$ cat src/hdl/gpio_sel_pkg.sv
// Package for the status-signal pin selector: codes, offsets, fields, carriers
`default_nettype none

package gpio_sel_pkg;

  // ----------------------------------------------------------------
  // Widths
  // ----------------------------------------------------------------
  localparam int unsigned PIN_COUNT = 4;
  localparam int unsigned CODE_W = 6;
  localparam int unsigned GAIN_W = 8;
  localparam int unsigned ADDR_W = 8;
  localparam int unsigned DATA_W = 32;

  // ----------------------------------------------------------------
  // Select codes handled by this block
  // ----------------------------------------------------------------
  localparam logic [5:0] CODE_FIFO_ERR = 6'h27;   // 39
  localparam logic [5:0] CODE_DEMOD = 6'h28;      // 40
  localparam logic [5:0] CODE_SYNC = 6'h29;       // 41
  localparam logic [5:0] CODE_RAMP = 6'h2A;       // 42
  localparam logic [5:0] CODE_PKT_ERR = 6'h2B;    // 43
  localparam logic [5:0] CODE_GAIN_OK = 6'h2C;    // 44
  localparam logic [5:0] CODE_GAIN_UPD = 6'h2D;   // 45
  localparam logic [5:0] CODE_ADC = 6'h2E;        // 46
  localparam int unsigned CODE_SPAN = 8;

  // ----------------------------------------------------------------
  // Register offsets (byte addresses)
  // ----------------------------------------------------------------
  localparam logic [7:0] OFS_PIN_SELECT = 8'h00;
  localparam logic [7:0] OFS_MODEM_CONFIG_ONE = 8'h04;
  localparam logic [7:0] OFS_DEMODULATOR_STATE = 8'h08;
  localparam logic [7:0] OFS_IRQ_STATUS = 8'h0C;
  localparam logic [7:0] OFS_IRQ_MASK = 8'h10;

  // ----------------------------------------------------------------
  // Field positions and reset values
  // ----------------------------------------------------------------
  localparam int unsigned SEL_FIELD_STRIDE = 8;       // Pin n code at bits 8n+5..8n
  localparam int unsigned CFG_COLLISION_EN_BIT = 0;
  localparam int unsigned ST_COLLISION_FOUND_BIT = 0;
  localparam int unsigned ST_RC_CAL_BIT = 1;
  localparam int unsigned ST_FILTER_SETTLED_BIT = 2;
  localparam int unsigned ST_GAIN_SETTLED_BIT = 3;
  localparam int unsigned ST_TX_OVERRUN_BIT = 4;
  localparam int unsigned ST_RX_UNDERRUN_BIT = 5;
  localparam int unsigned EVENT_COUNT = 5;            // Overrun, underrun, sync, collision, gain
  localparam logic [31:0] PIN_SELECT_RESET = 32'h0000_0000;
  localparam logic [5:0] CODE_RESET = 6'h00;
  localparam logic MODEM_CONFIG_RESET = 1'b0;
  localparam logic [4:0] IRQ_RESET = 5'h00;
  localparam logic [GAIN_W-1:0] GAIN_RESET = 8'h00;

  // ----------------------------------------------------------------
  // Carriers
  // ----------------------------------------------------------------
  typedef struct packed {
    logic tx_overrun_set;         // Transmit buffer written while full (pulse)
    logic tx_flush;               // Transmit buffer flushed (pulse)
    logic rx_underrun_set;        // Receive buffer read while empty (pulse)
    logic rx_flush;               // Receive buffer flushed (pulse)
    logic magnitude_sample_strobe;
    logic channel_filter_sample_strobe;
    logic rc_cal_done;            // One oscillator calibration finished (pulse)
    logic channel_filter_settled;
    logic sync_found;             // Sync word detected (pulse)
    logic receiving;              // Packet reception under way
    logic amplifier_ramp_start;
    logic checksum_mismatch_flag;
    logic bad_length_flag;
    logic address_mismatch_flag;
    logic uart_framing_flag;
    logic adc_clock;
    logic adc_i_sample;
    logic adc_q_sample;
  } status_src_s;

  typedef struct packed {
    logic [GAIN_W-1:0] gain;      // Present front-end gain setting
    logic rssi_estimate_strobe;   // New internal signal strength estimate
  } gain_src_s;

endpackage : gpio_sel_pkg

`default_nettype wire

$ cat src/hdl/gain_watch.sv
// Gain loop watcher: settled flag and gain-change pulse
`default_nettype none

module gain_watch (
  input wire logic clk,                          // 100 MHz clock
  input wire logic rst_b,                        // Synchronous reset, active low
  input wire gpio_sel_pkg::gain_src_s src,       // Gain value and estimate strobe
  output logic gain_settled,                     // Present gain equals previous one
  output logic gain_changed_pulse                // One cycle per gain adjustment
);

  // ----------------------------------------------------------------
  // State
  // ----------------------------------------------------------------
  logic [gpio_sel_pkg::GAIN_W-1:0] last_gain_q;    // Gain seen on the previous cycle
  logic [gpio_sel_pkg::GAIN_W-1:0] eval_gain_q;    // Gain at the previous estimate
  logic settled_q;
  logic pulse_q;
  wire gain_moved = (src.gain != last_gain_q);
  wire settled_d = (src.gain == eval_gain_q);

  // Change pulse follows any move of the gain word
  always_ff @(posedge clk) begin
    if (!rst_b) begin
      last_gain_q <= gpio_sel_pkg::GAIN_RESET;
      pulse_q <= 1'b0;
    end else begin
      last_gain_q <= src.gain;
      pulse_q <= gain_moved;
    end
  end

  // Compare only on a new estimate, so the flag holds between estimates
  always_ff @(posedge clk) begin
    if (!rst_b) begin
      eval_gain_q <= gpio_sel_pkg::GAIN_RESET;
      settled_q <= 1'b0;
    end else if (src.rssi_estimate_strobe) begin
      eval_gain_q <= src.gain;
      settled_q <= settled_d;
    end
  end

  assign gain_settled = settled_q;
  assign gain_changed_pulse = pulse_q;

endmodule : gain_watch

`default_nettype wire

$ cat src/hdl/gpio_status_signal_select.sv
// Status, event and test signal selector for the four output pins, codes 39 to 46
//
// Notes on behaviour
// - Code 39 on pin 2 shows transmit buffer overrun.
// - Code 39 on pin 0 shows receive buffer underrun.
// - Code 40 on pin 3 strobes each new magnitude sample.
// - Code 40 on pin 2 strobes each new channel filter sample.
// - Code 40 on pin 1 stays high once oscillator calibration has finished.
// - Code 40 on pin 0 shows the channel filter has settled.
// - Code 41 pins 3 and 1 flag a later sync in a packet, if enabled.
// - Code 42 shows the amplifier ramp start.
// - Code 44 reports gain settled when present gain equals previous gain.
// - Gain settled comparison is refreshed on each new strength estimate.
// - Code 45 pulses once for every gain change.
// - Code 46 routes converter samples and clock, clock on pin 3.
//
// Decided for this implementation: the placing of the registers and strobed register access.
`default_nettype none

module gpio_status_signal_select (
  input wire logic clk,                                   // 100 MHz clock
  input wire logic rst_b,                                 // Synchronous reset, active low
  input wire logic [gpio_sel_pkg::ADDR_W-1:0] reg_addr,   // Register byte address
  input wire logic [gpio_sel_pkg::DATA_W-1:0] reg_wdata,  // Register write data
  input wire logic reg_wr,                                // Write strobe
  input wire logic reg_rd,                                // Read strobe
  output logic [gpio_sel_pkg::DATA_W-1:0] reg_rdata,      // Read data, cycle after strobe
  input wire gpio_sel_pkg::status_src_s src,              // Internal status sources
  input wire gpio_sel_pkg::gain_src_s gain_src,           // Gain loop sources
  output logic [gpio_sel_pkg::PIN_COUNT-1:0] gpio_out,    // Pin output levels
  output logic [gpio_sel_pkg::PIN_COUNT-1:0] gpio_oe,     // Pin output enables
  output logic irq                                        // Level interrupt
);

  // ----------------------------------------------------------------
  // Register bus decode
  // ----------------------------------------------------------------
  wire hit_sel = (reg_addr == gpio_sel_pkg::OFS_PIN_SELECT);
  wire hit_cfg = (reg_addr == gpio_sel_pkg::OFS_MODEM_CONFIG_ONE);
  wire hit_state = (reg_addr == gpio_sel_pkg::OFS_DEMODULATOR_STATE);
  wire hit_ist = (reg_addr == gpio_sel_pkg::OFS_IRQ_STATUS);
  wire hit_imask = (reg_addr == gpio_sel_pkg::OFS_IRQ_MASK);
  wire wr_sel = reg_wr && hit_sel;
  wire wr_cfg = reg_wr && hit_cfg;
  wire wr_ist = reg_wr && hit_ist;
  wire wr_imask = reg_wr && hit_imask;

  // ----------------------------------------------------------------
  // Software registers
  // ----------------------------------------------------------------
  logic [gpio_sel_pkg::CODE_W-1:0] code_q [gpio_sel_pkg::PIN_COUNT];
  logic collision_en_q;
  logic [gpio_sel_pkg::EVENT_COUNT-1:0] irq_status_q;
  logic [gpio_sel_pkg::EVENT_COUNT-1:0] irq_mask_q;
  logic [gpio_sel_pkg::DATA_W-1:0] rdata_q;

  // Per-pin select codes, one field per pin
  generate
    for (genvar p = 0; p < gpio_sel_pkg::PIN_COUNT; p++) begin : g_code
      always_ff @(posedge clk) begin
        if (!rst_b) begin
          code_q[p] <= gpio_sel_pkg::CODE_RESET;
        end else if (wr_sel) begin
          code_q[p] <= reg_wdata[p*gpio_sel_pkg::SEL_FIELD_STRIDE +: gpio_sel_pkg::CODE_W];
        end
      end
    end
  endgenerate

  // Collision detection enable
  always_ff @(posedge clk) begin
    if (!rst_b) begin
      collision_en_q <= gpio_sel_pkg::MODEM_CONFIG_RESET;
    end else if (wr_cfg) begin
      collision_en_q <= reg_wdata[gpio_sel_pkg::CFG_COLLISION_EN_BIT];
    end
  end

  // ----------------------------------------------------------------
  // Sticky status derived from source events
  // ----------------------------------------------------------------
  logic tx_overrun_q;
  logic rx_underrun_q;
  logic rc_cal_q;
  logic collision_found_q;
  logic gain_settled;
  logic gain_changed_pulse;

  // Overrun and underrun hold until the buffer is flushed; a new error wins over flush
  always_ff @(posedge clk) begin
    if (!rst_b) begin
      tx_overrun_q <= 1'b0;
      rx_underrun_q <= 1'b0;
    end else begin
      tx_overrun_q <= src.tx_overrun_set || (tx_overrun_q && !src.tx_flush);
      rx_underrun_q <= src.rx_underrun_set || (rx_underrun_q && !src.rx_flush);
    end
  end

  // Calibration flag never falls again until reset
  always_ff @(posedge clk) begin
    if (!rst_b) begin
      rc_cal_q <= 1'b0;
    end else if (src.rc_cal_done) begin
      rc_cal_q <= 1'b1;
    end
  end

  // A sync inside an ongoing packet is a collision; cleared when reception ends
  wire collision_event = src.sync_found && src.receiving;
  always_ff @(posedge clk) begin
    if (!rst_b) begin
      collision_found_q <= 1'b0;
    end else if (collision_event && collision_en_q) begin
      collision_found_q <= 1'b1;
    end else if (!src.receiving) begin
      collision_found_q <= 1'b0;
    end
  end

  // Gain loop tracking lives in its own small module
  gain_watch i_gain_watch (
    .clk(clk),
    .rst_b(rst_b),
    .src(gain_src),
    .gain_settled(gain_settled),
    .gain_changed_pulse(gain_changed_pulse)
  );

  // ----------------------------------------------------------------
  // Interrupt status and mask
  // ----------------------------------------------------------------
  wire [gpio_sel_pkg::EVENT_COUNT-1:0] irq_events = {
    gain_changed_pulse, collision_event, src.sync_found,
    src.rx_underrun_set, src.tx_overrun_set};
  wire [gpio_sel_pkg::EVENT_COUNT-1:0] irq_clear =
    wr_ist ? reg_wdata[gpio_sel_pkg::EVENT_COUNT-1:0] : gpio_sel_pkg::IRQ_RESET;

  // Write one to clear; an event in the clearing cycle still sets the bit
  always_ff @(posedge clk) begin
    if (!rst_b) begin
      irq_status_q <= gpio_sel_pkg::IRQ_RESET;
      irq_mask_q <= gpio_sel_pkg::IRQ_RESET;
    end else begin
      irq_status_q <= irq_events | (irq_status_q & ~irq_clear);
      if (wr_imask) begin
        irq_mask_q <= reg_wdata[gpio_sel_pkg::EVENT_COUNT-1:0];
      end
    end
  end

  assign irq = |(irq_status_q & irq_mask_q);

  // ----------------------------------------------------------------
  // Read data
  // ----------------------------------------------------------------
  logic [gpio_sel_pkg::DATA_W-1:0] sel_word;
  logic [gpio_sel_pkg::DATA_W-1:0] state_word;
  always_comb begin
    sel_word = '0;
    for (int p = 0; p < gpio_sel_pkg::PIN_COUNT; p++) begin
      sel_word[p*gpio_sel_pkg::SEL_FIELD_STRIDE +: gpio_sel_pkg::CODE_W] = code_q[p];
    end
  end

  // Live status bits for software polling
  always_comb begin
    state_word = '0;
    state_word[gpio_sel_pkg::ST_COLLISION_FOUND_BIT] = collision_found_q;
    state_word[gpio_sel_pkg::ST_RC_CAL_BIT] = rc_cal_q;
    state_word[gpio_sel_pkg::ST_FILTER_SETTLED_BIT] = src.channel_filter_settled;
    state_word[gpio_sel_pkg::ST_GAIN_SETTLED_BIT] = gain_settled;
    state_word[gpio_sel_pkg::ST_TX_OVERRUN_BIT] = tx_overrun_q;
    state_word[gpio_sel_pkg::ST_RX_UNDERRUN_BIT] = rx_underrun_q;
  end

  wire [gpio_sel_pkg::DATA_W-1:0] rd_mux =
    hit_sel ? sel_word :
    hit_cfg ? {31'h0000_0000, collision_en_q} :
    hit_state ? state_word :
    hit_ist ? {27'h000_0000, irq_status_q} :
    hit_imask ? {27'h000_0000, irq_mask_q} :
    32'h0000_0000;

  // Data valid only in the cycle after the read strobe; zero otherwise
  always_ff @(posedge clk) begin
    if (!rst_b) begin
      rdata_q <= 32'h0000_0000;
    end else begin
      rdata_q <= reg_rd ? rd_mux : 32'h0000_0000;
    end
  end

  assign reg_rdata = rdata_q;

  // ----------------------------------------------------------------
  // Per-code signal vectors, bit n goes to pin n
  // ----------------------------------------------------------------
  logic [gpio_sel_pkg::PIN_COUNT-1:0] code_vec [gpio_sel_pkg::CODE_SPAN];

  // Reserved test slots of code 39 drive low
  assign code_vec[0] = {1'b0, tx_overrun_q, 1'b0, rx_underrun_q};
  assign code_vec[1] = {src.magnitude_sample_strobe, src.channel_filter_sample_strobe,
                        rc_cal_q, src.channel_filter_settled};
  assign code_vec[2] = {collision_found_q, src.sync_found,
                        collision_found_q, collision_event};
  assign code_vec[3] = {4{src.amplifier_ramp_start}};
  assign code_vec[4] = {src.checksum_mismatch_flag, src.bad_length_flag,
                        src.address_mismatch_flag, src.uart_framing_flag};
  assign code_vec[5] = {4{gain_settled}};
  assign code_vec[6] = {4{gain_changed_pulse}};
  // Converter data is test only; the clock on pins 3 and 1 is resampled by clk
  assign code_vec[7] = {src.adc_clock, src.adc_q_sample,
                        src.adc_clock, src.adc_i_sample};

  // ----------------------------------------------------------------
  // Pin multiplexer
  // ----------------------------------------------------------------
  // Codes outside 39..46 belong to other selectors, so this block releases the pin
  generate
    for (genvar p = 0; p < gpio_sel_pkg::PIN_COUNT; p++) begin : g_pin
      wire in_range = (code_q[p] >= gpio_sel_pkg::CODE_FIFO_ERR) &&
                      (code_q[p] <= gpio_sel_pkg::CODE_ADC);
      wire [2:0] slot = 3'(code_q[p] - gpio_sel_pkg::CODE_FIFO_ERR);
      wire pin_d = in_range ? code_vec[slot][p] : 1'b0;
      logic out_q;
      logic oe_q;
      // Registered so each pin sees a glitch-free level, at one cycle of delay
      always_ff @(posedge clk) begin
        if (!rst_b) begin
          out_q <= 1'b0;
          oe_q <= 1'b0;
        end else begin
          out_q <= pin_d;
          oe_q <= in_range;
        end
      end
      assign gpio_out[p] = out_q;
      assign gpio_oe[p] = oe_q;
    end
  endgenerate

endmodule : gpio_status_signal_select

`default_nettype wire

$ cat config.mk
export PLATFORM = sky130hd
export DESIGN_NAME = gpio_status_signal_select
export DESIGN_NICKNAME = d
export VERILOG_FILES = /design/src/hdl/gpio_sel_pkg.sv /design/src/hdl/gain_watch.sv /design/src/hdl/gpio_status_signal_select.sv
export SDC_FILE = /design/constraint.sdc
export NUM_CORES = 1
export LEC_CHECK = 0
export BUFFER_PORTS_ARGS = -buffer_cell sky130_fd_sc_hd__buf_2
export CAP_MARGIN = 10
export CORE_ASPECT_RATIO = 2
export CORE_MARGIN = 3
export CORE_UTILIZATION = 52
export DETAILED_ROUTE_END_ITERATION = 16
export GPL_ROUTABILITY_DRIVEN = 0
export MAX_ROUTING_LAYER = met4
export PLACE_DENSITY = 0.83
export SLEW_MARGIN = 20
export SYNTH_ARGS = -nofsm -noshare
export SYNTH_HDL_FRONTEND = slang
export SYNTH_SLANG_ARGS = --single-unit
export TNS_END_PERCENT = 5
$ cat constraint.sdc
create_clock -name clk -period 2.79 [get_ports clk]
set_input_delay 0.4185 -clock clk [delete_from_list [all_inputs] [get_ports clk]]
set_output_delay 0.4185 -clock clk [all_outputs]
set_load 0.01 [all_outputs]
-- Word level (Yosys, flattened, before mapping)
Memories as Yosys holds them, arrays and structs flattened.
Index checks and enable logic that the tools add are counted.
- input port bits: 71
- logic and storage cells: 111
- register bits after elaboration: 73
- memories kept: 1
- output and inout bits: 41
- memory bits (writable): 24
- memories (name ; depth ; width ; rd ports ; clocked after memory_dff ; write ports ; line ; text):
    code_q ; 4 ; 6 ; 4 ; 0 ; 4 ; gpio_status_signal_select.sv:51 ; logic [gpio_sel_pkg::CODE_W-1:0] code_q [gpio_sel_pkg::PIN_COUNT];
- equality and inequality tests: 7
- $lt $le $gt $ge: 12
- add/sub/neg operators: 4
- reductions and logical operators: 24
- multiplexer cells: 28
- bitwise gates (word level): 14
- operators with widths (operator ; number):
    $bmux W4 S3 ; 4
    $mux W6 ; 6
    $mux W30 ; 1
    $ge A6 B6 Y1 const B ; 4
    $le A6 B6 Y1 const B ; 4
    $eq A8 B4 Y1 const B ; 2
    $ge A4 B4 Y1 const B ; 4
    $not A3 Y4 ; 4
    $mux W5 ; 3
    $logic_and A1 B1 Y1 ; 12
    $sub A3 B3 Y3 const B ; 4
    $and A5 B5 Y5 ; 2
    $reduce_and A2 Y1 ; 5
    $eq A8 B3 Y1 const B ; 1
    $eq A8 B5 Y1 const B ; 1
    $eq A8 B8 Y1 ; 1
    $logic_not A8 Y1 ; 1
    $mux W1 ; 8
    $mux W4 ; 2
    $ne A8 B8 Y1 ; 1
    $mux W3 ; 2
    $reduce_or A6 Y1 ; 1
    $not A5 Y5 ; 1
    $or A5 B5 Y5 ; 1
    other kinds (7) ; 14

-- Depth between registers and ports, before layout
Gate-level depths: netlist of the first run.
- depth in word-level cells: 6
- depth in mapped cells: 6
- mapped depth without buffers: 5

-- By module
Synthesis of the first run repeated with hierarchy kept, for this count alone.
- cell total of the unflattened synthesis: 352
- area total of the unflattened synthesis: 4010.1 sq um
- modules (own cells, without submodules) (module ; times used ; cells each ; area an instance (sq um) ; sequential area each (sq um)):
    gpio_status_signal_select ; 1 ; 282 ; 3261.9 ; 1661.6
    gain_watch ; 1 ; 70 ; 748.2 ; 360.3

-- Worst setup path after synthesis of the first run
No wires, ideal clock.
- path kind: input to register
- start: in reg_addr[3] (netlist name)
- end: mem code_q[0][0] (netlist name) (enable)
- data arrival time: 1.684 ns
- library setup time: 0.381 ns
- cell stages on the path: 5
- required time: 2.409 ns
- buffers on the path: 1
- setup slack: 0.725 ns
- cells stage by stage: buf_4 > nor4_4 > and2_2 > nand2_1 > nand2_1
- RTL lines (what ; line ; text):
    from (decl) ; gpio_status_signal_select.sv:23 ; input wire logic [gpio_sel_pkg::ADDR_W-1:0] reg_addr,
    to (decl) ; gpio_status_signal_select.sv:51 ;

-- Worst setup path in the final report of the first run
- start: reg irq_status_q[3] (netlist name)
- end: out irq
- longest elaborated chain between the ends: 2
- ends and longest elaborated chain (what ; line ; text):
    from (decl) ; gpio_status_signal_select.sv:53 ; logic [gpio_sel_pkg::EVENT_COUNT-1:0] irq_status_q;
    from (signal assigned) ; gpio_status_signal_select.sv:142 ; irq_status_q <= gpio_sel_pkg::IRQ_RESET;
    from (signal assigned) ; gpio_status_signal_select.sv:145 ; irq_status_q <= irq_events | (irq_status_q & ~irq_clear);
    $and A5 B5 Y5 ; gpio_status_signal_select.sv:152 ; assign irq = |(irq_status_q & irq_mask_q);
    $reduce_or A5 Y1 ; gpio_status_signal_select.sv:152 ;
    to (decl) ; gpio_status_signal_select.sv:32 ; output logic irq
No other way between the ends.

==> reports/metrics.csv, run 1 <==
stage,metric,value,unit
logic_synthesis,Post-synth top flop,dfxtp_1,
routing,WL per Instance,16.18,um
logic_synthesis,Synth area leaders,"dfxtp_1 (33%), edfxtp_1 (18%), and2_1 (7.8%)",
setup_path,Crit Path Max Fanout,3,
clocking,Max Root-Sink Buffers,2,
status,outcome,finished clean,
logic_synthesis,Synth warnings,0,
routing,# DRC,0,
logic_synthesis,"FF+latch count, synth",89,
power,Seq pwr share,47.3,%
logic_synthesis,async set-reset flop share out of synthesis,0,%
floorplan,num ports,112,
timing,Fmax achieved,0.5712,GHz
routing,post-route ant nets,0,
routing,vias,2874,
logic_synthesis,largest area contributor in the netlist,dfxtp_1,
logic_synthesis,Cell variety after synth,43,
clocking,hold_buf cts,0,
timing,setup tns final,0,ps
clocking,clock transition at the registers of the reported paths,60,ps
routing,First-pass DRT Iterations,4,
logic_synthesis,Synth Cell Area,3945,um^2
timing,Final Hold Viols,0,
floorplan,cell row count,44,
power,Pleak,2.067,nW
logic_synthesis,Mean Syn Cell Area,11.37,um^2
floorplan,CORE AREA,7322,um^2
timing,setup repair after global routing missed its margin,false,
floorplan,Initial Utilization,53.88,%
clocking,CTS root buf,clkbuf_16,
setup_path,Crit Path Class,register to output pin,
clocking,CTS H-Tree Depth,3,
logic_synthesis,sequential cell area fraction in the yosys report,51.25,%
logic_synthesis,Yosys top cell area share,32.98,%
setup_path,crit end category,output pin,
grt,total grt overflow,0,
power,Tot Pwr,2.963,mW
cells_and_area,# nets final,513,
timing,final hold slack,312.1,ps
timing,pins over their slew limit,0,
clocking,TritonCTS Buffers,9,
power,net switching power,613.7,uW
power,peak supply drop,444.6,uV
grt,Tot GR Track Use,21.83,%
power,Logic pwr share,7.9,%
power,sw frac,20.71,%
grt,initial antenna violation count,1,
timing,final period utilization,62.75,%
logic_synthesis,Post-Synthesis Cells,347,
logic_synthesis,Post-synth EDFFs,24,
power,clock share of power,44.8,%
power,Internal Power,2.350,mW
setup_path,Startpoint Class,register,
clocking,TritonCTS clock tree,done,
clocking,clk_lat worst skew,330,ps
routing,DRT iter0 DRCs,151,
placement,hpwl dp,6.484,mm
clocking,post-CTS setup buffers,0,
grt,vias in the first global route,2843,
clocking,clock sink total,89,
grt,largest net degree at the start of global routing,41,
floorplan,die width,67.59,um
cells_and_area,Area Growth Syn to Fin,19.76,%
routing,Total Wirelength,8.606,mm
clocking,Resized cells post-CTS,0,
placement,placed insts,515,
timing,Setup Skew,4.615,ps
power,PD cells,627.2,nW/um^2
placement,I/O Buffers,95,
worst_hold_path,worst min-delay path class,input pin to register,
job,total of max-cap violations,0,
routing,via/cell ratio,5.402,
setup_path,WP data required,2370,ps
placement,Setup WS pre-CTS,765.2,ps
timing,worst setup margin,1039,ps
cells_and_area,layout cells sized above 1,28.02,%
grt,global-route wire length before repair,13.47,mm
floorplan,die height,129.2,um
setup_path,Worst Path Arrival,1330,ps
floorplan,Die ar.,8731,um^2
timing,Final min period,1751,ps
timing,final setup vio count,0,
cells_and_area,fin cells,532,
-- cell usage after synthesis, types with 2 or more instances --
library cell / number
nand3_1: 6
xnor2_1: 8
a21oi_1: 9
and2_1: 49
a21boi_1: 10
o21a_1: 8
nor4_4: 2
nor3_1: 8
ha_1: 8
nor2b_1: 18
a22o_1: 4
buf_4: 18
edfxtp_1: 24
buf_6: 2
and4b_1: 4
a22oi_1: 3
o2bb2ai_1: 4
nand4_1: 3
o211a_1: 2
nor4_1: 4
o221ai_1: 2
inv_1: 5
nor2_1: 4
dfxtp_1: 65
mux4_2: 6
xor2_1: 12
mux2i_1: 15
nand2_1: 15
o21ai_0: 5
clkbuf_1: 7
nand3b_1: 5
-- through the flow --
step | instance area (um^2) | utilization (%)
after floorplan | 3971 | -
after global placement | 4388 | 59.93
after detailed placement | 4388 | 59.93
after CTS | 4722 | 64.49
after global routing | 4725 | 64.52
final | 4725 | 64.52
-- worst max-delay path, cell delays in order, from the launching register on --
cell and delay [ps]:
dfxtp_1 320, a222oi_1 390, nand2_1 120, buf_2 160
-- layout make-up --
cell class | count | area (um^2)
fillers | 606 | 2597
flip-flops and latches | 89 | 2022
multi-input cells | 232 | 1742
repair buffers | 97 | 490.5
clock buffers | 9 | 225.2
well taps | 92 | 115.1
clock inverters | 7 | 108.9
inverters | 5 | 18.77
diodes | 1 | 2.502
-- flip-flops by register name, indices dropped and copies added (netlist names) --
signal	flops
code_q	24
rc_cal_q	1
irq_mask_q	5
tx_overrun_q	1
rx_underrun_q	1
i_gain_watch.gain_changed_pulse	1
collision_found_q	1
i_gain_watch.gain_settled	1
i_gain_watch.eval_gain_q	8
g_pin.out_q	4
collision_en_q	1
irq_status_q	5
g_pin.oe_q	4
i_gain_watch.last_gain_q	8
reg_rdata	24
-- path summary, 6_finish.rpt --
path | to | start | depth (start not counted) | slack [ps]
setup reg to reg | g_pin[2].out_q$_SDFF_PN0_ | code_q[1][0]$_SDFFCE_PN0P_ | 5 | 1100
hold / removal | rc_cal_q$_SDFFE_PN0P_ | src[11] | 2 | 310
hold reg to reg | reg_rdata[28]$_SDFF_PN0_ | code_q[1][10]$_SDFFCE_PN0P_ | 1 | 470
setup / recovery | irq | irq_status_q[3]$_SDFF_PN0_ | 3 | 1040
-- cell families after synthesis --
family	after synthesis	synth area share [%]
adders and majority gates	8	2.537
other	1	0.09506
xor gates and xnor gates	20	4.440
DFF	89	51.25
and+or+nand+nor	125	19.85
buffers and inverters	33	5.265
muxes	21	7.231
AOI/OAI and AO/OA	50	9.324
-- power groups by stage --
stage               sequential, mW  clock (mW)  combinational (mW)
global route                  1.41        1.40               0.257
finish                        1.40        1.33               0.234
detailed placement            1.43           0               0.233
floorplan                     1.42           0               0.155
CTS                           1.40        1.34               0.236
global placement              1.43           0               0.224
-- placed cells by master (no fill, tap or decap), types with 3 or more instances in the layout --
cell,instances
buf_2,95
dfxtp_1,65
and2_1,49
edfxtp_1,24
nor2b_1,18
nand2_1,15
mux2i_1,15
xor2_1,12
a21boi_1,10
a21oi_1,9
clkbuf_16,9
o21a_1,8
nor3_1,8
xnor2_1,8
ha_1,8
conb_1,8
nand3_1,6
mux4_2,6
inv_1,5
nand3b_1,5
o21ai_0,5
nor2_1,4
nor4_1,4
and4b_1,4
o2bb2ai_1,4
a22o_1,4
a22oi_1,3
nand4_1,3
bufinv_16,3
clkinv_1,3
-- layer usage --
layer	GRT usage [%]	vias to the layer above	wire length, um
met4	14.11	0	370
met1	21.85	1358	2906
met2	36.99	112	4783
met5	-	-	0
met3	4.510	28	545
li1	-	1376	-
Power figures use the tool's default switching activity.
==> run 2, diff against run 1 <==
CORE_UTILIZATION = 47   (was 52)
PLACE_DENSITY = 0.79   (was 0.83)
clock period = 1.5 ns   (was 2.79 ns; I/O delays follow)
==> run 2 against run 1 <==
The run now ends with setup timing left. Flip-flop and latch count stayed put. Via count up 2.5%. Final area increased by 4.6%. Register-to-register slack worse by 1100 ps. Critical path depth is the same. Non-clock buffer count up 23. Wire length increased by 4.5%. Count of clock-buffer cells in the layout up 5. Critical path type unchanged. Largest power group unchanged.
==> reports/metrics.csv, run 2 (synthesis results as in run 1) <==
stage,metric,value,unit,change
grt,largest net degree at the start of global routing,25,,-39%
routing,DRT iter0 DRCs,140,,-7.3%
cells_and_area,post-route cell area,4943,um^2,+4.6%
setup_path,RR Endpoint,g_pin[2].out_q$_SDFF_PN0_,,
power,Logic pwr share,9.5,%,+1.6 points
setup_path,Setup crit end,irq,,
floorplan,num ports,112,,unchanged
setup_path,CP cell instances,"a222oi_1, nand2_1, buf_2",,
cells_and_area,layout cells sized above 1,32.90,%,+4.9 points
placement,I/O Buffers,95,,unchanged
status,outcome,"finished, violations left",,
floorplan,Initial Utilization,48.96,%,-4.9 points
grt,global-route wire length before repair,14.34,mm,+6.5%
floorplan,die width,70.79,um,+4.7%
setup_path,critical path's top delay family,compound AO/OA/AOI/OAI gates,,
timing,Final min period,1519,ps,
clocking,clock transition at the registers of the reported paths,60,ps,about the same
power,Internal Power,4.114,mW,+75%
setup_path,Startpoint Class,register,,
setup_path,WP depth,3,,unchanged
placement,placed inst area,4622,um^2,+5.3%
cells_and_area,"commonest non-fill, non-tap cell in the layout",buf_2,,
floorplan,Die ar.,9596,um^2,+9.9%
setup_path,R2R setup slack,-10,ps,-1110 ps
routing,via/cell ratio,5.270,,-2.4%
timing,worst setup margin,-18.62,ps,-1058 ps
placement,Setup WS pre-CTS,-55.61,ps,-820.8 ps
grt,Tot GR Track Use,20.04,%,-1.8 points
grt,total grt overflow,0,,unchanged
clocking,hold_buf cts,0,,unchanged
power,Pleak,2.192,nW,+6.0%
timing,Final Hold Viols,0,,unchanged
setup_path,Worst Path Arrival,1290,ps,-40 ps
routing,# DRC,0,,unchanged
setup_path,Crit Path Class,register to output pin,,
setup_path,buffers and inverters on the worst path,1,,unchanged
routing,Total Wirelength,8.991,mm,+4.5%
grt,initial antenna violation count,1,,unchanged
routing,WL per Instance,16.08,um,-0.57%
grt,vias in the first global route,2980,,+4.8%
setup_path,worst r2r src,code_q[1][1]$_SDFFCE_PN0P_,,
clocking,TritonCTS Buffers,9,,unchanged
power,net switching power,1.139,mW,+86%
clocking,CTS root buf,clkbuf_16,,
clocking,TritonCTS clock tree,done,,
cells_and_area,most frequent cells in the layout,"buf_2 (95), dfxtp_1 (64), and2_1 (49)",,
power,clock share of power,41.0,%,-3.8 points
setup_path,crit end category,output pin,,
cells_and_area,# nets final,536,,+4.5%
timing,final period utilization,101.2,%,
clocking,CTS H-Tree Depth,3,,unchanged
clocking,Max Root-Sink Buffers,2,,unchanged
job,total of max-cap violations,0,,unchanged
power,Seq pwr share,49.5,%,+2.2 points
power,PD cells,1063,nW/um^2,+69%
timing,pins over their slew limit,0,,unchanged
timing,Fmax achieved,0.6585,GHz,
power,Tot Pwr,5.253,mW,+77%
routing,post-route ant nets,0,,unchanged
power,peak supply drop,680.1,uV,+53%
setup_path,Crit Path Max Fanout,2,,-1
setup_path,launch point of the worst path,irq_mask_q[3]$_SDFFE_PN0P_,,
floorplan,CORE AREA,8058,um^2,+10%
clocking,clock sink total,89,,unchanged
setup_path,CP max stage delay,380,ps,about the same
power,sw frac,21.68,%,+0.97 points
setup_path,slowest CP cell,a222oi_1,,
timing,Setup Skew,5.260,ps,+0.6444 ps
routing,vias,2946,,+2.5%
worst_hold_path,worst min-delay path class,input pin to register,,
setup_path,WP data required,1270,ps,-1100 ps
timing,setup repair after global routing missed its margin,true,,
floorplan,cell row count,46,,+4.5%
setup_path,R2R cell count,4,,-1
placement,hpwl dp,7.178,mm,+11%
timing,final setup vio count,2,,+2
floorplan,die height,135.6,um,+4.9%
cells_and_area,Area Growth Syn to Fin,25.31,%,
clocking,clk_lat worst skew,340,ps,about the same
status,failing checks,setup timing,,
routing,First-pass DRT Iterations,4,,unchanged
-- run 2: cell types whose count changed in the layout (fill, tap and decap cells not counted), moves of 2 or more --
| cell | change |
|---|---|
| buf_12 | +4 |
| buf_4 | +19 |
| bufinv_16 | -3 |
| clkbuf_1 | +2 |
| clkbuf_8 | +2 |
| clkinv_1 | -3 |
| clkinv_2 | +2 |
-- run 2: metrics by stage --
step	hold slack [ps]	instances	TNS [ps]	utilization, %
2_1_floorplan	335.2	354	-26.27	-
3_3_place_gp	423.8	540	-53.53	57.36
3_5_place_dp	448.0	540	-1646	57.36
4_1_cts	103.8	557	-59.91	61.13
5_1_grt	113.4	559	-158.3	61.35
6_report	102.2	559	-27.21	61.35
-- run 2: worst min path at each step --
stage	startpoint	to	slack (ps)	cells after the start
2_1_floorplan	src[11]	rc_cal_q$_SDFFE_PN0P_	340	1
3_3_place_gp	src[11]	rc_cal_q$_SDFFE_PN0P_	420	2
3_5_place_dp	src[11]	rc_cal_q$_SDFFE_PN0P_	450	2
4_1_cts	src[11]	rc_cal_q$_SDFFE_PN0P_	100	2
5_1_grt	src[11]	rc_cal_q$_SDFFE_PN0P_	110	2
6_report	src[11]	rc_cal_q$_SDFFE_PN0P_	100	2
-- run 2: final cells by class --
class | count | area [um^2]
clock buffer | 14 | 285.3
timing repair buffer | 120 | 713.2
fill | 696 | 3114
multi-input combinational | 232 | 1770
antenna | 1 | 2.502
inverter | 5 | 18.77
clock inverter | 2 | 10.01
tap | 96 | 120.1
sequential | 89 | 2023
-- run 2: power groups by stage --
stage	Clock (mW)	Combinational [mW]	Sequential, mW
global route	2.31	0.546	2.61
CTS	2.19	0.494	2.60
global placement	0	0.472	2.65
finish	2.15	0.497	2.60
floorplan	0	0.292	2.64
detailed placement	0	0.490	2.65
-- run 2: what timing repair did --
| item | 4_1_cts | 5_1_grt |
|---|---|---|
| gates resized for setup | 1 | 2 |
| pin swaps | 2 | 1 |
| buffers inserted | 1 | 1 |
| setup endpoints to repair | 2 | 4 |
| hold endpoints to repair | 0 | 0 |
-- run 2: layer usage --
layer	GRT usage, %	up-vias	share of wire (%)
li1	-	1419	-
met5	-	-	0
met4	11.19	0	3.9
met2	37.28	104	58
met3	3.863	28	5.3
met1	18.56	1395	33
==> run 3, diff against run 2 <==
CORE_MARGIN = not set   (was 3)
CORE_UTILIZATION = 45   (was 47)
PLACE_DENSITY = 0.76   (was 0.79)
==> run 3 against run 2 <==
The run still ends with setup timing left. Count of clock-buffer cells in the layout shrank 3. Sequential share of layout area shrank 0.083 points. Critical path depth is the same. Hold slack lost 0.66 ps. Clock power grew 4%. Final area grew 0.20%. Highest routed layer unchanged. Register-to-register slack is essentially flat. Utilization shrank 3.7 points. Final cell count grew 0.72%. Flip-flop and latch count is the same. Setup slack lost 12 ps. Via count shrank 1.6%.
==> reports/metrics.csv, run 3 (synthesis results as in run 1) <==
stage,metric,value,unit,change
power,Tot Pwr,5.324,mW,+1.4%
floorplan,cell row count,48,,+4.3%
timing,Final min period,1531,ps,+12.34 ps
floorplan,die width,68.21,um,-3.6%
clocking,CTS root buf,clkbuf_16,,
clocking,clock sink total,89,,unchanged
timing,setup repair after global routing missed its margin,true,,
timing,final period utilization,102.1,%,+0.82 points
timing,Setup Skew,6.553,ps,+1.293 ps
timing,worst setup margin,-30.96,ps,-12.34 ps
grt,vias in the first global route,2928,,-1.7%
status,failing checks,setup timing,,
clocking,TritonCTS Buffers,9,,unchanged
clocking,TritonCTS clock tree,done,,
job,total of max-cap violations,0,,unchanged
status,outcome,"finished, violations left",,
routing,Total Wirelength,8.608,mm,-4.3%
setup_path,crit end category,output pin,,
routing,via/cell ratio,5.149,,-2.3%
floorplan,num ports,112,,unchanged
setup_path,WP data required,1270,ps,about the same
grt,total grt overflow,0,,unchanged
worst_hold_path,worst min-delay path class,input pin to register,,
placement,hpwl dp,6.733,mm,-6.2%
setup_path,Startpoint Class,register,,
placement,Setup WS pre-CTS,-36.26,ps,+19.35 ps
setup_path,Crit Path Class,register to output pin,,
routing,First-pass DRT Iterations,4,,unchanged
cells_and_area,# nets final,535,,-0.19%
grt,Tot GR Track Use,21.69,%,+1.7 points
cells_and_area,FF/Latch Area,2023,um^2,unchanged
clocking,clock transition at the registers of the reported paths,60,ps,about the same
grt,largest net degree at the start of global routing,25,,unchanged
cells_and_area,"commonest non-fill, non-tap cell in the layout",buf_2,,
cells_and_area,Area Growth Syn to Fin,25.56,%,
floorplan,die height,134.4,um,-0.85%
timing,Fmax achieved,0.6532,GHz,-0.81%
routing,post-route ant nets,0,,unchanged
setup_path,CP cell instances,"a222oi_1, nand2_1, buf_2",,
timing,Final Hold Viols,0,,unchanged
setup_path,slowest CP cell,a222oi_1,,
placement,I/O Buffers,95,,unchanged
routing,# DRC,0,,unchanged
floorplan,CORE AREA,8588,um^2,+6.6%
routing,WL per Instance,15.29,um,-4.9%
cells_and_area,Fill cells,751,,+7.9%
floorplan,Initial Utilization,45.94,%,-3.0 points
cells_and_area,Multi-input gate area,1778,um^2,+0.42%
setup_path,CP max stage delay,380,ps,about the same
timing,pins over their slew limit,0,,unchanged
timing,final setup vio count,2,,unchanged
power,Pleak,2.187,nW,-0.23%
routing,vias,2899,,-1.6%
grt,initial antenna violation count,2,,+1
power,PD cells,1075,nW/um^2,+1.2%
cells_and_area,Final Util,57.68,%,-3.7 points
setup_path,Worst Path Arrival,1310,ps,+20 ps
power,peak supply drop,752.1,uV,+11%
cells_and_area,layout cells sized above 1,33.19,%,+0.29 points
clocking,hold_buf cts,0,,unchanged
clocking,Max Root-Sink Buffers,2,,unchanged
setup_path,Crit Path Max Fanout,3,,+1
clocking,clk_lat worst skew,340,ps,about the same
cells_and_area,most frequent cells in the layout,"buf_2 (95), dfxtp_1 (64), and2_1 (49)",,
grt,global-route wire length before repair,13.79,mm,-3.8%
clocking,CTS H-Tree Depth,3,,unchanged
floorplan,Die ar.,9168,um^2,-4.5%
routing,DRT iter0 DRCs,95,,-32%
## run 3: final timing paths
kind                                             endpoint  slack, ps                       start  depth (start not counted)
worst max-delay path                                  irq        -30  irq_status_q[3]$_SDFF_PN0_                          3
worst min-delay path                rc_cal_q$_SDFFE_PN0P_        100                     src[11]                          2
worst max register to register  g_pin[2].out_q$_SDFF_PN0_        -10  code_q[1][1]$_SDFFCE_PN0P_                          4
worst min register to register   reg_rdata[20]$_SDFF_PN0_        460  code_q[1][4]$_SDFFCE_PN0P_                          1
## run 3: repair_timing
| action | in CTS | in global routing |
|---|---|---|
| pin swaps | 2 | 0 |
| buffers inserted | 1 | 0 |
| gates resized for setup | 1 | 3 |
| gates cloned | 0 | 0 |
| endpoints found under the setup margin | 2 | 4 |
## run 3: area by class of cell
class | instances | area share, %
diodes | 2 | 0.1010
clock buffers | 11 | 4.900
clock inverters | 5 | 1.111
inverters | 5 | 0.3789
multi-input cells | 232 | 35.89
flip-flops and latches | 89 | 40.84
well taps | 100 | 2.526
repair buffers | 119 | 14.25
## run 3: power by group
group	total (mW)	internal, mW	switching, mW
clock	2.23	1.33	0.902
combinational	0.491	0.256	0.235
sequential	2.60	2.55	0.0557
total	5.32	4.13	1.19
## run 3: per-layer routing
| layer | GRT usage (%) | up-vias | wire (um) |
|---|---|---|---|
| met3 | 5.272 | 23 | 387 |
| met1 | 20.75 | 1369 | 2953 |
| met2 | 36.93 | 91 | 4901 |
| met4 | 13.66 | 0 | 365 |
| met5 | - | - | 0 |
| li1 | - | 1416 | - |
## run 3: through the flow
stage	hold WS [ps]	TNS (ps)	area, um^2	cells
floorplan	335.2	-26.27	3993	354
global placement	426.6	-88.40	4627	544
detailed placement	453.4	-1102	4627	544
CTS	95.93	-90.09	4933	561
global route	90.94	-247.0	4954	563
finish	101.5	-44.17	4954	563
## run 3: critical path, delay by kind of cell, from the launching register on
family	cells	cell delay (ps)
buf+inv	1	150
compound gates	1	380
simple gates	1	110
flops	1	330
